===== src/design/vps_pkg.sv =====
// Package with constants and types for the plane read select and serializer block
package vps_pkg;

    // Indexed port addresses
    localparam logic [15:0] IDX_PORT_ADDR   = 16'h03CE;
    localparam logic [15:0] DATA_PORT_ADDR  = 16'h03CF;

    // Register indexes
    localparam logic [4:0]  IDX_READ_PLANE  = 5'h04;
    localparam logic [4:0]  IDX_GFX_MODE    = 5'h05;

    // Values after reset
    localparam logic [4:0]  INDEX_RESET     = 5'h00;
    localparam logic [1:0]  READ_PLANE_RST  = 2'h0;
    localparam logic [7:0]  GFX_MODE_RST    = 8'h00;

    // Writable bits of the graphics mode control register
    localparam logic [7:0]  GFX_MODE_MASK   = 8'h7B;

    // Field positions in graphics mode control
    localparam int          GM_SHIFT_LO     = 5;
    localparam int          GM_ODD_EVEN     = 4;
    localparam int          GM_READ_MODE    = 3;

    // Transfers per loaded set of plane bytes
    localparam logic [2:0]  XFER_LAST       = 3'h7;
    localparam logic [2:0]  XFER_FIRST      = 3'h0;

    // Four plane bytes, index is the plane number
    typedef logic [3:0][7:0] vps_planes_t;

    // Shift formats
    typedef enum logic [1:0] {
        SHIFT_BIT  = 2'b00,
        SHIFT_PAIR = 2'b01,
        SHIFT_NIB  = 2'b10,
        SHIFT_NIB2 = 2'b11
    } vps_shift_t;

    // Processor I/O request
    typedef struct packed {
        logic        wr;
        logic        rd;
        logic [15:0] addr;
        logic [7:0]  wdata;
    } vps_io_req_t;

endpackage : vps_pkg


===== src/design/vps_shifter.sv =====
// Serializer turning four plane bytes into a 4-bit pixel stream
`timescale 1ns/10ps
module vps_shifter (
    // Clock and reset
    input  wire logic                clk_sys,
    input  wire logic                srst,
    // Control
    input  wire logic [1:0]          shift_ctrl,
    input  wire logic                xfer,
    input  wire vps_pkg::vps_planes_t load_bytes,
    // Stream
    output logic [3:0]               pix_q,
    output logic                     load_q
);

    logic [2:0]           cnt_q;
    logic [2:0]           cnt_d;
    vps_pkg::vps_planes_t hold_q;
    vps_pkg::vps_planes_t hold_d;
    vps_pkg::vps_planes_t use_bytes;
    logic [3:0]           pix_d;
    logic                 at_first;

    function automatic logic [3:0] pix_of(input vps_pkg::vps_planes_t b,
                                          input logic [2:0] n,
                                          input logic [1:0] mode);
        logic [2:0] hi;
        logic [2:0] lo;
        logic [1:0] pl;
        hi = 3'(3'h7 - {n[1:0], 1'b0});
        lo = 3'(hi - 3'h1);
        pl = n[2] ? 2'h1 : 2'h0;
        unique case (mode)
            2'b00: pix_of = {b[3][3'(3'h7 - n)], b[2][3'(3'h7 - n)],
                             b[1][3'(3'h7 - n)], b[0][3'(3'h7 - n)]};
            2'b01: pix_of = {b[pl + 2'h2][hi], b[pl + 2'h2][lo],
                             b[pl][hi], b[pl][lo]};
            2'b10, 2'b11: pix_of = n[0] ? b[n[2:1]][3:0] : b[n[2:1]][7:4];
        endcase
    endfunction : pix_of

    // New bytes are used directly on the first transfer to avoid a bubble
    assign at_first  = (cnt_q == vps_pkg::XFER_FIRST);
    assign use_bytes = at_first ? load_bytes : hold_q;
    assign hold_d    = (xfer && at_first) ? load_bytes : hold_q;
    assign cnt_d     = xfer ? 3'(cnt_q + 3'h1) : cnt_q;
    assign pix_d     = xfer ? pix_of(use_bytes, cnt_q, shift_ctrl) : pix_q;

    always_ff @(posedge clk_sys) begin
        if (srst) begin
            cnt_q  <= vps_pkg::XFER_FIRST;
            hold_q <= '0;
            pix_q  <= 4'h0;
            load_q <= 1'b0;
        end else begin
            cnt_q  <= cnt_d;
            hold_q <= hold_d;
            pix_q  <= pix_d;
            load_q <= xfer && at_first;
        end
    end

    chk_bit_first_xfer: assert property (@(posedge clk_sys) disable iff (srst)
        xfer && at_first && shift_ctrl == 2'b00 |=> pix_q ==
        {$past(load_bytes[3][7]), $past(load_bytes[2][7]),
         $past(load_bytes[1][7]), $past(load_bytes[0][7])})
        else $error("bit format first pixel wrong");

    chk_pair_first_xfer: assert property (@(posedge clk_sys) disable iff (srst)
        xfer && at_first && shift_ctrl == 2'b01 |=> pix_q ==
        {$past(load_bytes[2][7:6]), $past(load_bytes[0][7:6])})
        else $error("pair format first pixel wrong");

    chk_pair_fifth_xfer: assert property (@(posedge clk_sys) disable iff (srst)
        xfer && cnt_q == 3'h4 && shift_ctrl == 2'b01 |=> pix_q ==
        {$past(hold_q[3][7:6]), $past(hold_q[1][7:6])})
        else $error("pair format plane swap wrong");

    chk_nib_order: assert property (@(posedge clk_sys) disable iff (srst)
        xfer && at_first && shift_ctrl[1] ##1 xfer && shift_ctrl[1]
        |=> pix_q == $past(hold_q[0][3:0], 1))
        else $error("nibble format lower half wrong");

    chk_load_every_8: assert property (@(posedge clk_sys) disable iff (srst)
        xfer && cnt_q == vps_pkg::XFER_LAST |=> at_first && !load_q)
        else $error("load spacing wrong");

    chk_load_pulse: assert property (@(posedge clk_sys) disable iff (srst)
        load_q |-> $past(xfer) && $past(cnt_q) == vps_pkg::XFER_FIRST)
        else $error("load pulse without first transfer");

endmodule : vps_shifter


===== src/design/vps_top.sv =====
// Plane read select, indexed registers and serializer for the legacy display
`timescale 1ns/10ps
module vps_top (
    // Clock and reset
    input  wire logic                 clk_sys,
    input  wire logic                 srst,
    // Processor I/O port
    input  wire vps_pkg::vps_io_req_t io_req,
    output logic [7:0]                io_rdata_q,
    output logic                      io_rhit_q,
    // Addressing modes from the sequencer
    input  wire logic                 chain4_en,
    // Frame buffer read
    input  wire logic                 fb_rd_stb,
    input  wire logic [1:0]           fb_addr_lo,
    input  wire vps_pkg::vps_planes_t fb_planes,
    output logic [7:0]                fb_rdata_q,
    output logic                      fb_rvalid_q,
    // Latch readback
    input  wire logic                 latch_rd_stb,
    input  wire vps_pkg::vps_planes_t read_latches,
    output logic [7:0]                latch_rdata_q,
    // Mode register view for the write and compare paths
    output logic [7:0]                gfx_mode_q,
    // Serial pixel stream
    input  wire logic                 pix_xfer,
    input  wire vps_pkg::vps_planes_t pix_bytes,
    output logic [3:0]                pix_out,
    output logic                      pix_load
);

    logic [4:0]  index_q;
    logic [4:0]  index_d;
    logic [1:0]  read_plane_q;
    logic [1:0]  read_plane_d;
    logic [7:0]  gfx_mode_d;
    logic [7:0]  io_rdata_d;
    logic        io_rhit_d;
    logic [7:0]  fb_rdata_d;
    logic        fb_rvalid_d;
    logic [7:0]  latch_rdata_d;

    wire logic   sel_index   = (io_req.addr == vps_pkg::IDX_PORT_ADDR);
    wire logic   sel_data    = (io_req.addr == vps_pkg::DATA_PORT_ADDR);
    wire logic   hit_plane   = sel_data && (index_q == vps_pkg::IDX_READ_PLANE);
    wire logic   hit_mode    = sel_data && (index_q == vps_pkg::IDX_GFX_MODE);
    wire logic   odd_even_on = gfx_mode_q[vps_pkg::GM_ODD_EVEN];
    wire logic   read_cmp    = gfx_mode_q[vps_pkg::GM_READ_MODE];
    wire logic [1:0] shift_ctrl = gfx_mode_q[vps_pkg::GM_SHIFT_LO +: 2];
    logic [1:0]  fb_plane;

    // Chain-4 outranks odd/even, as the sequencer does for writes
    always_comb begin
        if (chain4_en) begin
            fb_plane = fb_addr_lo;
        end else if (odd_even_on) begin
            fb_plane = {read_plane_q[1], fb_addr_lo[0]};
        end else begin
            fb_plane = read_plane_q;
        end
    end

    // Register writes; reserved bits are dropped so they read as zero
    assign index_d      = (io_req.wr && sel_index) ? io_req.wdata[4:0] : index_q;
    assign read_plane_d = (io_req.wr && hit_plane) ? io_req.wdata[1:0] : read_plane_q;
    assign gfx_mode_d   = (io_req.wr && hit_mode)
                        ? (io_req.wdata & vps_pkg::GFX_MODE_MASK) : gfx_mode_q;

    // Other data port indexes belong to neighbouring registers, so no hit
    assign io_rhit_d  = io_req.rd && (sel_index || hit_plane || hit_mode);
    assign io_rdata_d = !io_req.rd ? io_rdata_q
                      : sel_index  ? {3'h0, index_q}
                      : hit_plane  ? {6'h00, read_plane_q}
                      : hit_mode   ? gfx_mode_q
                      : 8'h00;

    // Compare reads are answered by the colour compare path, not here
    assign fb_rvalid_d   = fb_rd_stb && !read_cmp;
    assign fb_rdata_d    = fb_rvalid_d ? fb_planes[fb_plane] : fb_rdata_q;
    assign latch_rdata_d = latch_rd_stb ? read_latches[read_plane_q] : latch_rdata_q;

    // Register file; zero reset stands in for undefined power-up contents
    always_ff @(posedge clk_sys) begin
        if (srst) begin
            index_q      <= vps_pkg::INDEX_RESET;
            read_plane_q <= vps_pkg::READ_PLANE_RST;
            gfx_mode_q   <= vps_pkg::GFX_MODE_RST;
        end else begin
            index_q      <= index_d;
            read_plane_q <= read_plane_d;
            gfx_mode_q   <= gfx_mode_d;
        end
    end

    // Port read answer
    always_ff @(posedge clk_sys) begin
        if (srst) begin
            io_rdata_q <= 8'h00;
            io_rhit_q  <= 1'b0;
        end else begin
            io_rdata_q <= io_rdata_d;
            io_rhit_q  <= io_rhit_d;
        end
    end

    // Frame read answer
    always_ff @(posedge clk_sys) begin
        if (srst) begin
            fb_rdata_q  <= 8'h00;
            fb_rvalid_q <= 1'b0;
        end else begin
            fb_rdata_q  <= fb_rdata_d;
            fb_rvalid_q <= fb_rvalid_d;
        end
    end

    // Latch readback answer
    always_ff @(posedge clk_sys) begin
        if (srst) begin
            latch_rdata_q <= 8'h00;
        end else begin
            latch_rdata_q <= latch_rdata_d;
        end
    end

    // Pixel path; outputs of the shifter are flip-flops
    vps_shifter u_shifter (
        .clk_sys    (clk_sys),
        .srst       (srst),
        .shift_ctrl (shift_ctrl),
        .xfer       (pix_xfer),
        .load_bytes (pix_bytes),
        .pix_q      (pix_out),
        .load_q     (pix_load)
    );

    chk_plane_direct: assert property (@(posedge clk_sys) disable iff (srst)
        fb_rd_stb && !read_cmp && !chain4_en && !odd_even_on
        |=> fb_rvalid_q && fb_rdata_q == $past(fb_planes[read_plane_q]))
        else $error("direct plane read returned wrong byte");

    chk_plane_oddeven: assert property (@(posedge clk_sys) disable iff (srst)
        fb_rd_stb && !read_cmp && !chain4_en && odd_even_on
        |=> fb_rdata_q == $past(fb_planes[{read_plane_q[1], fb_addr_lo[0]}]))
        else $error("odd/even plane read returned wrong byte");

    chk_plane_chain4: assert property (@(posedge clk_sys) disable iff (srst)
        fb_rd_stb && !read_cmp && chain4_en
        |=> fb_rdata_q == $past(fb_planes[fb_addr_lo]))
        else $error("chain-4 plane read returned wrong byte");

    chk_latch_select: assert property (@(posedge clk_sys) disable iff (srst)
        io_req.wr && hit_plane ##1 latch_rd_stb
        |=> latch_rdata_q == $past(read_latches[read_plane_q])
            && $past(read_plane_q) == $past(io_req.wdata[1:0], 2))
        else $error("latch readback used wrong select");

    chk_cmp_no_valid: assert property (@(posedge clk_sys) disable iff (srst)
        read_cmp |=> !fb_rvalid_q)
        else $error("read mode 1 answered by plane select");

    // Register port checks
    chk_index_write: assert property (@(posedge clk_sys) disable iff (srst)
        io_req.wr && sel_index |=> index_q == $past(io_req.wdata[4:0]))
        else $error("index register write lost");

    chk_plane_write: assert property (@(posedge clk_sys) disable iff (srst)
        io_req.wr && hit_plane |=> read_plane_q == $past(io_req.wdata[1:0]))
        else $error("plane select write lost");

    chk_mode_write: assert property (@(posedge clk_sys) disable iff (srst)
        io_req.wr && hit_mode |=> gfx_mode_q[6:3] == $past(io_req.wdata[6:3])
            && gfx_mode_q[1:0] == $past(io_req.wdata[1:0]) && !gfx_mode_q[7] && !gfx_mode_q[2])
        else $error("mode register write wrong");

    chk_index_readback: assert property (@(posedge clk_sys) disable iff (srst)
        io_req.rd && sel_index |=> io_rhit_q && io_rdata_q == {3'h0, $past(index_q)})
        else $error("index readback wrong");

    chk_plane_readback: assert property (@(posedge clk_sys) disable iff (srst)
        io_req.rd && hit_plane |=> io_rhit_q && io_rdata_q == {6'h00, $past(read_plane_q)})
        else $error("plane select readback wrong");

    chk_mode_readback: assert property (@(posedge clk_sys) disable iff (srst)
        io_req.rd && hit_mode |=> io_rhit_q && io_rdata_q == $past(gfx_mode_q))
        else $error("mode register readback wrong");

    chk_refused_read: assert property (@(posedge clk_sys) disable iff (srst)
        io_req.rd && !sel_index && !hit_plane && !hit_mode |=> !io_rhit_q && io_rdata_q == 8'h00)
        else $error("foreign port read answered");

    // Answer hold checks
    chk_rdata_hold: assert property (@(posedge clk_sys) disable iff (srst)
        !io_req.rd |=> !io_rhit_q && $stable(io_rdata_q))
        else $error("port read data moved without read");

    chk_fb_hold: assert property (@(posedge clk_sys) disable iff (srst)
        !(fb_rd_stb && !read_cmp) |=> !fb_rvalid_q && $stable(fb_rdata_q))
        else $error("frame read data moved without answered read");

    chk_latch_hold: assert property (@(posedge clk_sys) disable iff (srst)
        !latch_rd_stb |=> $stable(latch_rdata_q))
        else $error("latch readback moved without strobe");

endmodule : vps_top


===== config.mk =====
export PLATFORM = sky130hd
export DESIGN_NAME = vps_top
export DESIGN_NICKNAME = d
export VERILOG_FILES = /design/src/design/vps_pkg.sv /design/src/design/vps_shifter.sv /design/src/design/vps_top.sv
export SDC_FILE = /design/constraint.sdc
export NUM_CORES = 1
export LEC_CHECK = 0
export BUFFER_PORTS_ARGS = -buffer_cell sky130_fd_sc_hd__buf_2
export CORE_MARGIN = 2
export CORE_UTILIZATION = 42
export CTS_CLUSTER_DIAMETER = 80
export DETAILED_ROUTE_END_ITERATION = 10
export HOLD_SLACK_MARGIN = 0.02
export PLACE_DENSITY_LB_ADDON = 0.25
export SYNTH_ARGS = -nofsm -noshare
export SYNTH_HDL_FRONTEND = slang
export SYNTH_HIERARCHICAL = 1
export SYNTH_SLANG_ARGS = --single-unit

===== constraint.sdc =====
create_clock -name clk_sys -period 7.4 [get_ports clk_sys]
set_input_delay 2.22 -clock clk_sys [delete_from_list [all_inputs] [get_ports clk_sys]]
set_output_delay 2.22 -clock clk_sys [all_outputs]
set_load 0.02 [all_outputs]

# After elaboration in Yosys (flattened, before gate mapping)
# Cells that the tools add are included.
[op_classes]
addsub = 5
multipliers = 0
div_mod_pow = 0
order_cmp = 8
eq_ne = 7
shift = 0
mux = 35
bitwise_logic = 0
n_reduce_logical = 14
[op_table]
columns = ["op", "count"]
rows = [
  ["8-bit binary-select mux with 2-bit select", 5],
  ["8-bit two-way mux", 5],
  ["16-bit by 10-bit equality test with 1-bit output, second input constant", 2],
  ["32-bit two-way mux", 1],
  ["1-bit binary-select mux with 3-bit select", 8],
  ["7-bit two-way mux", 3],
  ["2-bit by 3-bit < comparator with 1-bit output, second input constant", 5],
  ["3-bit by 4-bit < comparator with 1-bit output, second input constant", 3],
  ["4-bit one-hot mux with 3 select lines", 1],
  ["5-bit by 3-bit equality test with 1-bit output, second input constant", 2],
  ["1-bit two-way mux", 10],
  ["1-bit logical AND", 8],
  ["3-bit subtractor, first input constant", 2],
  ["2-bit equality test, second input constant", 2],
  ["4-bit two-way mux", 1],
  ["3-bit by 1-bit adder with 3-bit output, second input constant", 1],
  ["3-bit logical NOT", 1],
  ["3-bit by 1-bit subtractor with 3-bit output, second input constant", 1],
  ["2-bit adder, second input constant", 1],
  ["2-bit by 1-bit equality test with 1-bit output, second input constant", 1],
  ["2-bit logical NOT", 1],
  ["1-bit logical OR", 2],
  ["2-bit two-way mux", 1],
  ["2-bit OR reduction", 1],
  ["1-bit logical NOT", 1],
]
[totals]
ff_bits = 79
latch_bits = 0
ram_bits = 0
mem_bits_ro = 0
inputBits = 130
output_inout_bits = 39
n_memories = 0

# Longest topological paths before layout
[depth]
depth_word = 7
ltp_mapped = 13

# By module
# The synthesis kept the hierarchy.
[modules_own_cells]
columns = ["mod", "instances", "cells_each", "area_per_inst_um2", "seq_area_each_um2"]
rows = [
  ["vps_shifter", 1, 319, 2681.3, 800.8],
  ["vps_top", 1, 207, 2062.0, 760.7],
]

# Least setup slack after synthesis
# OpenSTA, ideal clock, no wires.
[synth_path]
path_kind = "input-to-reg"
from = "input io_req[19] (netlist bit)"
to = "register gfx_mode_q[0]"
arrival_ps = 3590
setup_slack_ps = 3691
cell_stages = 5
cell_sequence = "or4_4 > or4_4 > buf_6 > o21ai_1 > a21oi_1"
[synth_between]
elab_chain_cells = 3
[synth_rtl]
columns = ["element", "line", "text"]
rows = [
  ["from (decl)", "vps_top.sv:8", "input wire vps_pkg::vps_io_req_t io_req,"],
  ["16-bit by 10-bit equality test with 1-bit output", "vps_top.sv:44", "wire logic sel_data = (io_req.addr == vps_pkg::DATA_PORT_ADDR);"],
  ["1-bit logical AND", "vps_top.sv:46", "wire logic hit_mode = sel_data && (index_q == vps_pkg::IDX_GFX_MODE);"],
  ["1-bit logical AND", "vps_top.sv:66", "assign gfx_mode_d = (io_req.wr && hit_mode)"],
  ["to (signal assigned)", "vps_top.sv:87", "gfx_mode_q <= vps_pkg::GFX_MODE_RST;"],
  ["to (signal assigned)", "vps_top.sv:91", "gfx_mode_q <= gfx_mode_d;"],
  ["to (decl)", "vps_top.sv:24", "output logic [7:0] gfx_mode_q,"],
]
# Every way passes these cells.
# A chain may end at the register's enable or synchronous reset.

# Worst setup path after layout
[layout_path]
from = "input io_req[19] (netlist bit)"
to = "register index_q[3]"
[layout_between]
elab_chain_cells = 2
[layout_rtl]
columns = ["element", "line", "text"]
rows = [
  ["16-bit by 10-bit equality test with 1-bit output", "vps_top.sv:43", "wire logic sel_index = (io_req.addr == vps_pkg::IDX_PORT_ADDR);"],
  ["1-bit logical AND", "vps_top.sv:64", "assign index_d = (io_req.wr && sel_index) ? io_req.wdata[4:0] : index_q;"],
  ["to (signal assigned)", "vps_top.sv:85", "index_q <= vps_pkg::INDEX_RESET;"],
  ["to (signal assigned)", "vps_top.sv:89", "index_q <= index_d;"],
  ["to (decl)", "vps_top.sv:32", "logic [4:0] index_q;"],
]
# Every way passes these cells.

==> impl_summary.md <==
Clock network
The clock net sink count is 78. Buffers added to address setup during post-CTS repair amount to 0. The deepest clock path buffer count is 2. The number of buffers created by CTS is 9. Clock-pin slew was measured on the worst setup and hold paths at 60 ps. The buffer cell driving the clock tree root is sky130_fd_sc_hd__clkbuf_16. The count of cells resized by post-cts repair is 0.

CTS built an H-tree with a depth of 3. In this run, post-CTS hold repair placed 0 buffers. The clock reaches the later pin of the worst-skew pair after 340 ps. TritonCTS built the clock tree.

Logic synthesis
Synthesis produced 526 cells. The number of library cell types mapped by synthesis is 69. Yosys printed 6 warnings. Ranked by total cell area, the synthesized netlist is headed by sky130_fd_sc_hd__dfxtp_1 (33%), sky130_fd_sc_hd__mux2i_1 (11%), sky130_fd_sc_hd__mux4_2 (10%). Counting flops with a built-in enable in the synthesized netlist gives 0. The most used flip-flop cell after synthesis is sky130_fd_sc_hd__dfxtp_1. The part of the Yosys area used for sequential elements is 32.9%.

In the synthesized netlist the async set-or-reset flop fraction comes to 0%. The post-synth design cell area is around 4700 µm². The largest total area in the synthesized netlist belongs to sky130_fd_sc_hd__dfxtp_1. The post-synthesis sequential element count is slightly below 80. The share of synthesized area in the top cell type comes to between 30% and 40%. The synthesized area per cell is roughly 9 µm².

Place
The instance area at placement is 5470 µm². The half-perimeter wire length after detailed placement is 9360 µm. Port buffering added 164 buffers. The post-placement cell count is 791.

The final RePlAce weighted congestion is 0.909.

Final layout
Across the whole layout, storage elements account for 1560 µm². For this run, the number of standard cells in the final layout without fillers is around 810. In the layout the commonest cells are sky130_fd_sc_hd__buf_2 (164), sky130_fd_sc_hd__nand2_1 (93), sky130_fd_sc_hd__dfxtp_1 (78), sky130_fd_sc_hd__a21oi_1 (61), sky130_fd_sc_hd__mux2i_1 (52).

Summing all non-filler instances in the final layout gives an area of 5760 µm². For this run, the share of the core covered by cells in the final layout is 52.6%. The total number of nets in the final design is 794. The antenna diode instance count is 0.

Of the cells placed in the final design, the portion with a size suffix greater than 1 is 33.6%. Compared with the post-synthesis result, the final layout area differs by 21.4%. Leaving out fill and tap cells, the most frequent cell in the layout is sky130_fd_sc_hd__buf_2.

The area occupied by multi-input gates is 2850 µm². The layout has 1012 filler cells.

Floorplan
The die area is 12200 µm². The die boundary width is between 100 and 150 µm. The I/O pin count is between 150 and 200.

The total number of placement rows is 38. The effective utilization at floorplan is 43.4%. In this run the vertical extent of the chip is 110 µm.

The core footprint is approximately 11000 µm².

Route
In this run the remaining antenna-violating nets after routing total 0. For this block, the routed nets add up to 13000 µm of wire. After detailed routing, the number of remaining DRC violations is 0. In the final routed layout, each cell accounts on average for 16.1 µm. The detailed router finished its first iteration with 257 violations. Using the TritonRoute via totals, the vias-per-cell ratio works out to 5.60. The count of TritonRoute iterations in the first routing pass is 4.

The overall via count from detail_route is 4516.

Job
The max-capacitance violation count is 0.

Critical path
The library cell contributing the largest single delay on the critical path is sky130_fd_sc_hd__nor4_4. STA puts the critical path data required time at 7660 ps. The delay of the slowest cell on the worst path is 710 ps.

Broken down by cell family, the worst path's largest delay share belongs to simple AND/OR/NAND/NOR gates. The origin of the critical flop-to-flop path is u_shifter/cnt_q[1]. Counting both buffers and inverters, the worst setup path holds a total of 1.

The category of the worst setup path capture point is a register. The kind of start point of the critical path is an input port. The launching instance or port of the critical path is io_req[19].

Along the worst path, the maximum fanout reaches 16. The critical path goes through buf_2 > or4_4 > nor4_4 > nand4_1 > a21oi_1. Data on the critical path arrives at its endpoint at between 3000 and 4000 ps. The worst setup path is of the in2reg kind.

STA
Adding up every negative setup slack in the final design gives 0 ps. The total count of max-transition violations in the final report is 0. Setup repair after global routing left no endpoint under its margin. The minimum clock period is approximately 3700 ps. Measured against its own limit, the worst slew margin works out to 14.8%. Setup violations remaining at the end of the flow were counted as 0.

For the pin with the worst max-slew slack, the measured transition is 1280 ps. The final setup skew is 8.51 ps. The part of the cycle the worst path needs is a little over 50%. Derived from the worst setup path, the maximum achievable clock frequency is roughly 270 MHz. The final count of hold timing violations is 0.

Global route
The wire length of the first global-routing pass is 20600 µm. The leftover overflow at the end of global routing is 0. The via count of the first global-routing pass came to 4317.

The aggregate global-route resource usage is a little over a fifth. Entering global routing, the biggest net connects 70 pins. The number of antenna violations at the first check in global routing is 0.

Power
The power per cell area is 196 nW/µm². The worst-case IR drop observed on VDD is 0.116 mV. The leakage power is 2.49 nW.

Worst hold path
The critical hold path startpoint is u_shifter/hold_q[6]. The type of the worst min-delay path is reg2reg.

Run status
The run finished with clean final reports.
## per-layer routing
layer / global-route usage (%) / part of all wire (%) / wire length, µm
met1: 27.0 / 41 / 5270
met5: 0 / 0 / 0
met3: 5.35 / 7.6 / 991
met4: 4.73 / 0.86 / 112
met2: 37.8 / 51 / 6620
## synthesized netlist by cell type (all sizes together), types with 7 or more instances
library cell and n:
clkbuf 18, mux4 23, a21oi 61, o21ai 24, nand2 93, mux2i 53
nand4 19, nor2 29, inv 7, buf 28, o221ai 8, dfxtp 78
## report_power, final
group | internal [W] | switching (W) | total [W]
clock | 0.000237 | 0.000181 | 0.000419
combinational | 0.000116 | 0.000135 | 0.000251
sequential | 0.000444 | 0.0000173 | 0.000461
total | 0.000797 | 0.000333 | 0.00113
## sequential cells by signal, indices dropped and copies added, names as in the netlist, 2 cells and up
signal / flops
gfx_mode_q: 6
index_q: 5
latch_rdata_q: 8
u_shifter/pix_q: 4
io_rdata_q: 7
u_shifter/cnt_q: 3
fb_rdata_q: 8
u_shifter/hold_q: 32
read_plane_q: 2
## layout make-up
class | instances | share of cell area [%]
inverter | 8 | 0.522
tap | 140 | 3.04
clock buffer | 10 | 4.15
timing repair buffer | 169 | 14.9
multi-input combinational | 396 | 49.5
clock inverter | 6 | 0.782
sequential | 78 | 27.1
## final timing paths
| path | end | slack [ps] | cells after the start |
|---|---|---|---|
| worst max-delay path | index_q[3] | 3680 | 5 |
| worst min-delay path | u_shifter/hold_q[6] | 460 | 2 |
| worst max register to register | u_shifter/hold_q[4] | 4390 | 6 |
| worst min register to register | u_shifter/hold_q[6] | 460 | 2 |
## logic make-up (layout without fill, tap and decap cells)
family	count (synthesis)	count (layout)	synth area share, %
AND/OR/NAND/NOR	180	180	18.4
AO/OA/AOI/OAI	127	127	16.6
multiplexers	82	82	23.8
flip-flops	78	78	32.9
buffers and inverters	54	193	7.20
adder cells (fa/ha/maj)	2	2	0.527
XOR/XNOR	2	2	0.369
other	1	3	0.0791
## through the flow
stage,hold slack (ps),total power (W),worst slack [ps]
floorplan,432,0.000650,3690
global placement,439,0.000715,3420
detailed placement,446,0.000720,3370
CTS,457,0.00114,3710
global route,467,0.00119,3600
finish,458,0.00113,3680
## worst register-to-register path, stage by stage (launching register included)
cell,delay [ps]
sky130_fd_sc_hd__dfxtp_1,300
sky130_fd_sc_hd__inv_1,360
sky130_fd_sc_hd__ha_1,250
sky130_fd_sc_hd__and2b_1,610
sky130_fd_sc_hd__and2_1,1090
sky130_fd_sc_hd__nand2_1,150
sky130_fd_sc_hd__a21oi_1,180
Note: power is estimated with default switching activity, not from simulation.
